### src/ssi_decoder_defs.vh
// constants shared by the serial absolute encoder decoder files
`ifndef SSI_DECODER_DEFS_VH
`define SSI_DECODER_DEFS_VH

`define CLK_PERIOD_NS 10

// register byte offsets
`define OFS_CTRL 8'h00
`define OFS_WIDTH 8'h04
`define OFS_LEAD_MASK 8'h08
`define OFS_TRAIL_MASK 8'h0c
`define OFS_STATUS 8'h10
`define OFS_POSITION 8'h14
`define OFS_RAW_ST 8'h18
`define OFS_RAW_MT 8'h1c

// control register bits
`define CTRL_START 0
`define CTRL_MOTOR 1
`define CTRL_CONT 2

// width register fields
`define WIDTH_ST_LSB 0
`define WIDTH_MT_LSB 8
`define WIDTH_FLD_W 6
`define WIDTH_MAX 6'h20
`define ST_BITS_RST 6'h0d
`define MT_BITS_RST 6'h0d

// extra-bit mask register: entry i in bits [2i+1:2i], entry 0 sent first; count in [19:16]
`define MASK_CNT_LSB 16
`define MASK_CNT_W 4
`define MASK_RST 20'h00000
`define MASK_MAX_BITS 4'h8
`define ENT_DONT_CARE 2'h0
`define ENT_FAIL_HIGH 2'h1
`define ENT_FAIL_LOW 2'h2

// status register bits
`define STAT_BUSY 0
`define STAT_FAULT_A 1
`define STAT_FAULT_B 2
`define STAT_NEW_POS 3

// link timing
`define SSI_CLK_HALF_NS 500
`define SSI_CLK_HALF_CYC ((`SSI_CLK_HALF_NS) / (`CLK_PERIOD_NS))
`define SSI_MONO_NS 20000
`define SSI_MONO_CYC (((`SSI_MONO_NS) + (`CLK_PERIOD_NS) - 1) / (`CLK_PERIOD_NS))

// internal position word
`define ANGLE_BITS 16
`define REV_BITS 16

`endif

### src/extra_bit_checker.v
// checks one group of up to eight extra bits against its polarity mask
`timescale 1ns/10ps
`default_nettype none
`include "ssi_decoder_defs.vh"

module extra_bit_checker (
  input wire [7:0] bits,
  input wire [3:0] count,
  input wire [15:0] mask,
  output reg fault
);
  integer i;
  reg [3:0] pos;
  reg b;
  reg [1:0] ent;

  always @*
  begin
    fault = 1'b0;
    pos = 4'h0;
    b = 1'b0;
    ent = `ENT_DONT_CARE;
    // bits are right aligned, the last one received sits at bit 0
    for (i = 0; i < 8; i = i + 1)
    begin
      if (i < count)
      begin
        pos = count - 4'h1 - i[3:0];
        b = bits[pos[2:0]];
        ent = mask[2*i +: 2];
        if (ent == `ENT_FAIL_HIGH && b)
          fault = 1'b1;
        if (ent == `ENT_FAIL_LOW && !b)
          fault = 1'b1;
        // don't-care entries never contribute
      end
    end
  end
endmodule // extra_bit_checker

`default_nettype wire

### src/position_mapper.v
// maps raw singleturn and multiturn fields onto the 32-bit position word
`timescale 1ns/10ps
`default_nettype none
`include "ssi_decoder_defs.vh"

module position_mapper (
  input wire [31:0] st_raw,
  input wire [5:0] st_bits,
  input wire [31:0] mt_raw,
  input wire [5:0] mt_bits,
  input wire motor_mode,
  input wire [15:0] prev_rev,
  output reg [31:0] position
);
  reg [15:0] angle;
  reg [15:0] rev;
  reg [15:0] mt_mask;
  reg [15:0] delta;
  reg [31:0] scaled;

  always @*
  begin
    scaled = 32'h00000000;
    mt_mask = 16'h0000;
    delta = 16'h0000;
    if (!motor_mode || st_bits == 6'h00)
      scaled = st_raw;
    else if (st_bits <= 6'h10)
      scaled = st_raw << (6'h10 - st_bits);
    else
      scaled = st_raw >> (st_bits - 6'h10);
    angle = scaled[15:0];
    if (mt_bits == 6'h00)
      rev = prev_rev;
    else if (mt_bits >= 6'h10)
      rev = mt_raw[15:0];
    else
    begin
      // follow wraps of the short counter; a jump of half its range or more counts as backward
      mt_mask = (16'h0001 << mt_bits[3:0]) - 16'h0001;
      delta = (mt_raw[15:0] - prev_rev) & mt_mask;
      if (delta > (mt_mask >> 1))
        rev = prev_rev + delta - mt_mask - 16'h0001;
      else
        rev = prev_rev + delta;
    end
    position = {rev, angle};
  end
endmodule // position_mapper

`default_nettype wire

### src/ssi_position_decoder.v
// serial absolute encoder reader with field splitting, extra-bit checks and APB registers
`timescale 1ns/10ps
`default_nettype none
`include "ssi_decoder_defs.vh"

module ssi_position_decoder #(
  parameter CLK_HALF = `SSI_CLK_HALF_CYC,
  parameter MONO_CYC = `SSI_MONO_CYC
) (
  input wire clk,
  input wire rst_b,
  input wire psel,
  input wire penable,
  input wire pwrite,
  input wire [7:0] paddr,
  input wire [31:0] pwdata,
  output reg [31:0] prdata,
  output wire pready,
  output wire pslverr,
  output reg ssi_clk,
  input wire ssi_data,
  input wire reported_valid,
  input wire [5:0] reported_st_bits,
  input wire [5:0] reported_mt_bits,
  output reg [31:0] position,
  output reg position_strobe,
  output wire extra_bit_fault_a,
  output wire extra_bit_fault_b
);
  localparam [4:0] S_IDLE = 5'b00001;
  localparam [4:0] S_LOW = 5'b00010;
  localparam [4:0] S_HIGH = 5'b00100;
  localparam [4:0] S_DONE = 5'b01000;
  localparam [4:0] S_MONO = 5'b10000;
  localparam [15:0] HALF_LAST = CLK_HALF[15:0] - 16'h0001;
  localparam [15:0] MONO_LAST = MONO_CYC[15:0] - 16'h0001;

  function [5:0] clamp_width;
    input [5:0] w;
    begin
      clamp_width = (w > `WIDTH_MAX) ? `WIDTH_MAX : w;
    end
  endfunction

  function [3:0] clamp_count;
    input [3:0] c;
    begin
      clamp_count = (c > `MASK_MAX_BITS) ? `MASK_MAX_BITS : c;
    end
  endfunction

  // field of up to 32 bits taken from the frame at a given offset from its last bit
  function [31:0] frame_field;
    input [79:0] frame;
    input [6:0] shift;
    input [5:0] width;
    reg [79:0] tmp;
    reg [79:0] msk;
    begin
      tmp = frame >> shift;
      msk = ({80{1'b0}} | {{48{1'b0}}, 32'hffffffff}) >> (6'h20 - width);
      if (width == 6'h00)
        msk = {80{1'b0}};
      tmp = tmp & msk;
      frame_field = tmp[31:0];
    end
  endfunction

  reg [4:0] state_reg, state_next;
  reg [2:0] ctrl_reg;
  reg [5:0] st_cfg_reg, mt_cfg_reg;
  reg [19:0] lead_mask_reg, trail_mask_reg;
  reg fault_a_reg, fault_b_reg, new_pos_reg;
  reg start_req_reg;
  reg [15:0] prev_rev_reg;
  reg [31:0] raw_st_reg, raw_mt_reg;
  reg sync1_reg, sync2_reg, sync3_reg, data_filt_reg;
  reg [15:0] tick_reg;
  reg [6:0] bit_cnt_reg;
  reg [79:0] shift_reg;
  reg [5:0] w_st_reg, w_mt_reg;
  reg [3:0] w_lead_reg, w_trail_reg;
  reg [15:0] m_lead_reg, m_trail_reg;
  reg motor_reg;

  wire setup_ph = psel & ~penable;
  wire wr_acc = psel & penable & pwrite;
  wire [5:0] eff_st = reported_valid ? clamp_width(reported_st_bits) : st_cfg_reg;
  wire [5:0] eff_mt = reported_valid ? clamp_width(reported_mt_bits) : mt_cfg_reg;
  wire [3:0] eff_lead = clamp_count(lead_mask_reg[`MASK_CNT_LSB +: `MASK_CNT_W]);
  wire [3:0] eff_trail = clamp_count(trail_mask_reg[`MASK_CNT_LSB +: `MASK_CNT_W]);
  wire [6:0] frame_bits = {3'h0, eff_lead} + {1'b0, eff_mt} + {1'b0, eff_st}
    + {3'h0, eff_trail};
  wire [6:0] sh_st = {3'h0, w_trail_reg};
  wire [6:0] sh_mt = sh_st + {1'b0, w_st_reg};
  wire [6:0] sh_lead = sh_mt + {1'b0, w_mt_reg};
  wire [31:0] st_field = frame_field(shift_reg, sh_st, w_st_reg);
  wire [31:0] mt_field = frame_field(shift_reg, sh_mt, w_mt_reg);
  wire [31:0] lead_word = frame_field(shift_reg, sh_lead, {2'h0, w_lead_reg});
  wire [31:0] trail_word = frame_field(shift_reg, 7'h00, {2'h0, w_trail_reg});
  wire lead_fault, trail_fault;
  wire [31:0] mapped;
  wire done = state_reg[3];
  wire frame_bad = lead_fault | trail_fault;
  wire clr_wr = wr_acc && paddr == `OFS_STATUS;
  wire start_now = start_req_reg | ctrl_reg[`CTRL_CONT];

  extra_bit_checker u_lead_chk (
    .bits(lead_word[7:0]),
    .count(w_lead_reg),
    .mask(m_lead_reg),
    .fault(lead_fault)
  );

  extra_bit_checker u_trail_chk (
    .bits(trail_word[7:0]),
    .count(w_trail_reg),
    .mask(m_trail_reg),
    .fault(trail_fault)
  );

  position_mapper u_map (
    .st_raw(st_field),
    .st_bits(w_st_reg),
    .mt_raw(mt_field),
    .mt_bits(w_mt_reg),
    .motor_mode(motor_reg),
    .prev_rev(prev_rev_reg),
    .position(mapped)
  );

  assign pready = 1'b1;
  assign pslverr = psel & penable & (paddr[1:0] != 2'h0 || paddr > `OFS_RAW_MT);
  assign extra_bit_fault_a = fault_a_reg;
  assign extra_bit_fault_b = fault_b_reg;

  // data input is asynchronous to clk; filtered copy follows once stages 2 and 3 agree
  always @(posedge clk)
  begin
    if (!rst_b)
    begin
      sync1_reg <= 1'b1;
      sync2_reg <= 1'b1;
      sync3_reg <= 1'b1;
      data_filt_reg <= 1'b1;
    end
    else
    begin
      sync1_reg <= ssi_data;
      sync2_reg <= sync1_reg;
      sync3_reg <= sync2_reg;
      if (sync2_reg == sync3_reg)
        data_filt_reg <= sync3_reg;
    end
  end

  always @*
  begin
    state_next = state_reg;
    case (state_reg)
      S_IDLE:
        if (start_now && frame_bits != 7'h00)
          state_next = S_LOW;
      S_LOW:
        if (tick_reg == HALF_LAST)
          state_next = S_HIGH;
      S_HIGH:
        if (tick_reg == HALF_LAST)
          state_next = (bit_cnt_reg == 7'h01) ? S_DONE : S_LOW;
      S_DONE:
        state_next = S_MONO;
      S_MONO:
        if (tick_reg == MONO_LAST)
          state_next = S_IDLE;
      default:
        state_next = S_IDLE;
    endcase
  end

  // link side: clock idles high, encoder shifts after each rising edge and the
  // bit is taken at the end of the high half so the synchroniser delay is covered
  always @(posedge clk)
  begin
    if (!rst_b)
    begin
      state_reg <= S_IDLE;
      ssi_clk <= 1'b1;
      tick_reg <= 16'h0000;
      bit_cnt_reg <= 7'h00;
      shift_reg <= {80{1'b0}};
      w_st_reg <= `ST_BITS_RST;
      w_mt_reg <= `MT_BITS_RST;
      w_lead_reg <= 4'h0;
      w_trail_reg <= 4'h0;
      m_lead_reg <= 16'h0000;
      m_trail_reg <= 16'h0000;
      motor_reg <= 1'b0;
    end
    else
    begin
      state_reg <= state_next;
      tick_reg <= (state_next != state_reg) ? 16'h0000 : tick_reg + 16'h0001;
      ssi_clk <= ~state_next[1];
      if (state_reg[0] && state_next[1])
      begin
        // settings frozen for the whole frame
        w_st_reg <= eff_st;
        w_mt_reg <= eff_mt;
        w_lead_reg <= eff_lead;
        w_trail_reg <= eff_trail;
        m_lead_reg <= lead_mask_reg[15:0];
        m_trail_reg <= trail_mask_reg[15:0];
        motor_reg <= ctrl_reg[`CTRL_MOTOR];
        bit_cnt_reg <= frame_bits;
        shift_reg <= {80{1'b0}};
      end
      else if (state_reg[2] && tick_reg == HALF_LAST)
      begin
        shift_reg <= {shift_reg[78:0], data_filt_reg};
        bit_cnt_reg <= bit_cnt_reg - 7'h01;
      end
    end
  end

  // results of a finished frame
  always @(posedge clk)
  begin
    if (!rst_b)
    begin
      position <= 32'h00000000;
      position_strobe <= 1'b0;
      prev_rev_reg <= 16'h0000;
      raw_st_reg <= 32'h00000000;
      raw_mt_reg <= 32'h00000000;
      fault_a_reg <= 1'b0;
      fault_b_reg <= 1'b0;
      new_pos_reg <= 1'b0;
    end
    else
    begin
      position_strobe <= done & ~frame_bad;
      if (done && !frame_bad)
      begin
        position <= mapped;
        prev_rev_reg <= mapped[31:16];
        raw_st_reg <= st_field;
        raw_mt_reg <= mt_field;
      end
      // a fault arriving with a clear still sets the flag
      fault_a_reg <= (done & lead_fault)
        | (fault_a_reg & ~(clr_wr & pwdata[`STAT_FAULT_A]));
      fault_b_reg <= (done & trail_fault)
        | (fault_b_reg & ~(clr_wr & pwdata[`STAT_FAULT_B]));
      new_pos_reg <= (done & ~frame_bad)
        | (new_pos_reg & ~(clr_wr & pwdata[`STAT_NEW_POS]));
    end
  end

  // configuration registers
  always @(posedge clk)
  begin
    if (!rst_b)
    begin
      ctrl_reg <= 3'h0;
      start_req_reg <= 1'b0;
      st_cfg_reg <= `ST_BITS_RST;
      mt_cfg_reg <= `MT_BITS_RST;
      lead_mask_reg <= `MASK_RST;
      trail_mask_reg <= `MASK_RST;
    end
    else
    begin
      if (state_reg[0] && start_now)
        start_req_reg <= 1'b0;
      if (wr_acc)
      begin
        case (paddr)
          `OFS_CTRL:
          begin
            ctrl_reg <= {pwdata[`CTRL_CONT], pwdata[`CTRL_MOTOR], 1'b0};
            if (pwdata[`CTRL_START])
              start_req_reg <= 1'b1;
          end
          `OFS_WIDTH:
          begin
            st_cfg_reg <= clamp_width(pwdata[`WIDTH_ST_LSB +: `WIDTH_FLD_W]);
            mt_cfg_reg <= clamp_width(pwdata[`WIDTH_MT_LSB +: `WIDTH_FLD_W]);
          end
          `OFS_LEAD_MASK:
            lead_mask_reg <= pwdata[19:0];
          `OFS_TRAIL_MASK:
            trail_mask_reg <= pwdata[19:0];
          default:
            ctrl_reg <= ctrl_reg;
        endcase
      end
    end
  end

  // read data is captured in the setup phase and presented in the access phase
  always @(posedge clk)
  begin
    if (!rst_b)
      prdata <= 32'h00000000;
    else if (setup_ph && !pwrite)
    begin
      case (paddr)
        `OFS_CTRL:
          prdata <= {29'h0, ctrl_reg[2:1], start_req_reg};
        `OFS_WIDTH:
          prdata <= {18'h0, eff_mt, 2'h0, eff_st};
        `OFS_LEAD_MASK:
          prdata <= {12'h0, lead_mask_reg};
        `OFS_TRAIL_MASK:
          prdata <= {12'h0, trail_mask_reg};
        `OFS_STATUS:
          prdata <= {28'h0, new_pos_reg, fault_b_reg, fault_a_reg, ~state_reg[0]};
        `OFS_POSITION:
          prdata <= position;
        `OFS_RAW_ST:
          prdata <= raw_st_reg;
        `OFS_RAW_MT:
          prdata <= raw_mt_reg;
        default:
          prdata <= 32'h00000000;
      endcase
    end
  end
endmodule // ssi_position_decoder

`default_nettype wire

### config.mk
export PLATFORM = sky130hd
export DESIGN_NAME = ssi_position_decoder
export DESIGN_NICKNAME = d
export VERILOG_FILES = /design/src/extra_bit_checker.v /design/src/position_mapper.v /design/src/ssi_position_decoder.v
export VERILOG_INCLUDE_DIRS = /design/src
export SDC_FILE = /design/constraint.sdc
export NUM_CORES = 2
export LEC_CHECK = 0
export BUFFER_PORTS_ARGS = -buffer_cell sky130_fd_sc_hd__buf_2
export CAP_MARGIN = 20
export CORE_ASPECT_RATIO = 1.25
export CORE_MARGIN = 5
export CORE_UTILIZATION = 59
export DETAILED_ROUTE_END_ITERATION = 12
export PLACE_DENSITY = 0.77
export SYNTH_ARGS = -nofsm -noshare
export SYNTH_HDL_FRONTEND = slang
export SYNTH_HIERARCHICAL = 1
export SYNTH_SLANG_ARGS = --single-unit
### constraint.sdc
create_clock -name clk -period 26.8 [get_ports clk]
set_clock_uncertainty 0.1 [all_clocks]
set_input_delay 4.02 -clock clk [delete_from_list [all_inputs] [get_ports clk]]
set_output_delay 4.02 -clock clk [all_outputs]
set_load 0.02 [all_outputs]
==> run metrics <==
GR Overflow Total 0; die area 0.0618 mm^2; Leak 13.5 nW; CTS tree done; flop-to-flop setup slack 15020 ps; worst slew pin tran 1180 ps; Slew HR 0.215; max-cap viol count 0; clock slew seen by the registers of the worst setup and hold paths 60 ps; setup TNS 0 ps; outcome finished clean; area grow syn2layout 6.40%; WL/cell 25.6 um; final net count 4243; Final Hold Fails 0; iteration-0 DRC count of the detailed router 4779; detailed-route DRC error count 0; Setup-failing EPs final 0; Synth Cell Area 0.0336 mm^2; Req. time, crit path 27250 ps; setup repair after global routing missed its margin false; routed vias/inst 6.93; CP Data Arrival Time 12230 ps; most frequent cells in the layout nand2_1 (793), a21oi_1 (400), dfxtp_1 (346); H-tree depth 2; Synthesized Nets 4345; DRT Pass-1 Iters 7; die width 223 um; dpl hpwl 91000 um; fraction of final layout cells sized beyond drive strength 1 0.157; worst setup path start w_st_reg[0]$_SDFFE_PN1P_; YS warnings 6; Sink Count 353; cts repair resizes 0; Final min period 11780 ps; Crit Path Category reg -> reg; Worst R2R End raw_mt_reg[25]$_SDFFE_PN0P_; die height 277 um; R2R cell count 27; post-synthesis cell count 4172; Buffers on Ports 115; ANT nets after route 0; Avg Cell Area, Syn 8.05 um^2; TritonCTS Buffers 40; core area 0.0562 mm^2; critical path fanouts, max 84; Hold-fix buffers, CTS 0; RR Startpoint w_st_reg[0]$_SDFFE_PN1P_; max FFs per register 80; Period Utilization, post-route 0.440; Routed WL 124000 um; row count 97; Starting Density 0.597; largest net degree at the start of global routing 86; Worst-Skew Late Latency 610 ps; antenna violations before repair 3; max-slew violation count 0; first-pass GRT wire length 186000 um; Clock Tree Root clkbuf_16; CP endpoint raw_mt_reg[25]$_SDFFE_PN0P_; CTS max path bufs 3; worst hold margin 354 ps; I/O pin count 129; most common cell after layout, fill and taps aside nand2_1; Max IR drop VDD 0.0506 mV; number of global-route vias before repair 30200; post-CTS setup buffer count 0; maximum clock frequency 84.9 MHz; crit end category flip-flop; PD cells 31.8 mW/mm^2; CP Launch Type flip-flop; vias 33600; Placer Congestion 1.07; GRT Util Overall 0.381; Hold WC Path Type reg -> reg
critical path, stage by stage (launching register included):
cell and delay (ps):
dfxtp_2 310, buf_4 370, ha_4 300, fa_4 750
buf_4 740, inv_1 300, fa_4 1140, buf_4 690
mux2_2 420, nor2_1 80, a21oi_1 60, mux4_2 480
mux2i_1 440, o32ai_1 210, o21a_1 290, mux4_1 540
mux2i_1 560, mux2i_1 530, o22ai_1 140, o32ai_1 290
nand2_1 210, nor3_4 140, buf_4 630, nand2_1 360
clkinv_1 310, nand3_1 290, a2111oi_0 700, a21o_1 140
metal layers:
layer,wire length (um),vias up,GRT usage
met2,54700,2175,0.589
li1,-,15100,-
met1,44700,15800,0.477
met4,11900,2,0.281
met5,13,-,0
met3,12400,516,0.0674
area by class of cell:
type	count	area [um^2]
clock buffer	57	1140
fill	4870	20500
inverter	113	429
multi-input combinational	3351	24700
tap	742	928
sequential	353	7080
clock inverter	13	156
antenna	2	5.00
timing repair buffer	211	1300
per-stage QoR:
stage | power, mW | instance area, um^2 | worst slack (ps) | instances | utilization
floorplan | 0.571 | 33600 | 17520 | 4172 | -
global placement | 0.588 | 34400 | 15460 | 4765 | 0.612
detailed placement | 0.589 | 34400 | 15410 | 4766 | 0.612
CTS | 1.14 | 35700 | 15340 | 4836 | 0.635
global route | 1.17 | 35700 | 14710 | 4840 | 0.636
finish | 1.14 | 35700 | 15020 | 4842 | 0.636
worst min-delay path by stage:
| stage | from | to | slack [ps] | depth (start not counted) |
|---|---|---|---|---|
| 2_1_floorplan | sync1_reg$_SDFF_PN1_ | sync2_reg$_SDFF_PN1_ | 290 | 1 |
| 3_3_place_gp | sync1_reg$_SDFF_PN1_ | sync2_reg$_SDFF_PN1_ | 320 | 1 |
| 6_report | prdata[0]$_SDFFE_PN0P_ | prdata[0]$_SDFFE_PN0P_ | 350 | 2 |
| 4_1_cts | raw_mt_reg[28]$_SDFFE_PN0P_ | raw_mt_reg[28]$_SDFFE_PN0P_ | 360 | 2 |
| 3_5_place_dp | sync1_reg$_SDFF_PN1_ | sync2_reg$_SDFF_PN1_ | 320 | 1 |
| 5_1_grt | raw_mt_reg[25]$_SDFFE_PN0P_ | raw_mt_reg[25]$_SDFFE_PN0P_ | 360 | 1 |
power by group:
group / internal [mW] / switching [mW] / total [mW]
combinational: 0.0154 / 0.0349 / 0.0503
clock: 0.311 / 0.246 / 0.557
sequential: 0.527 / 0.00131 / 0.528
total: 0.853 / 0.283 / 1.14
Power figures use the tool's default switching activity.
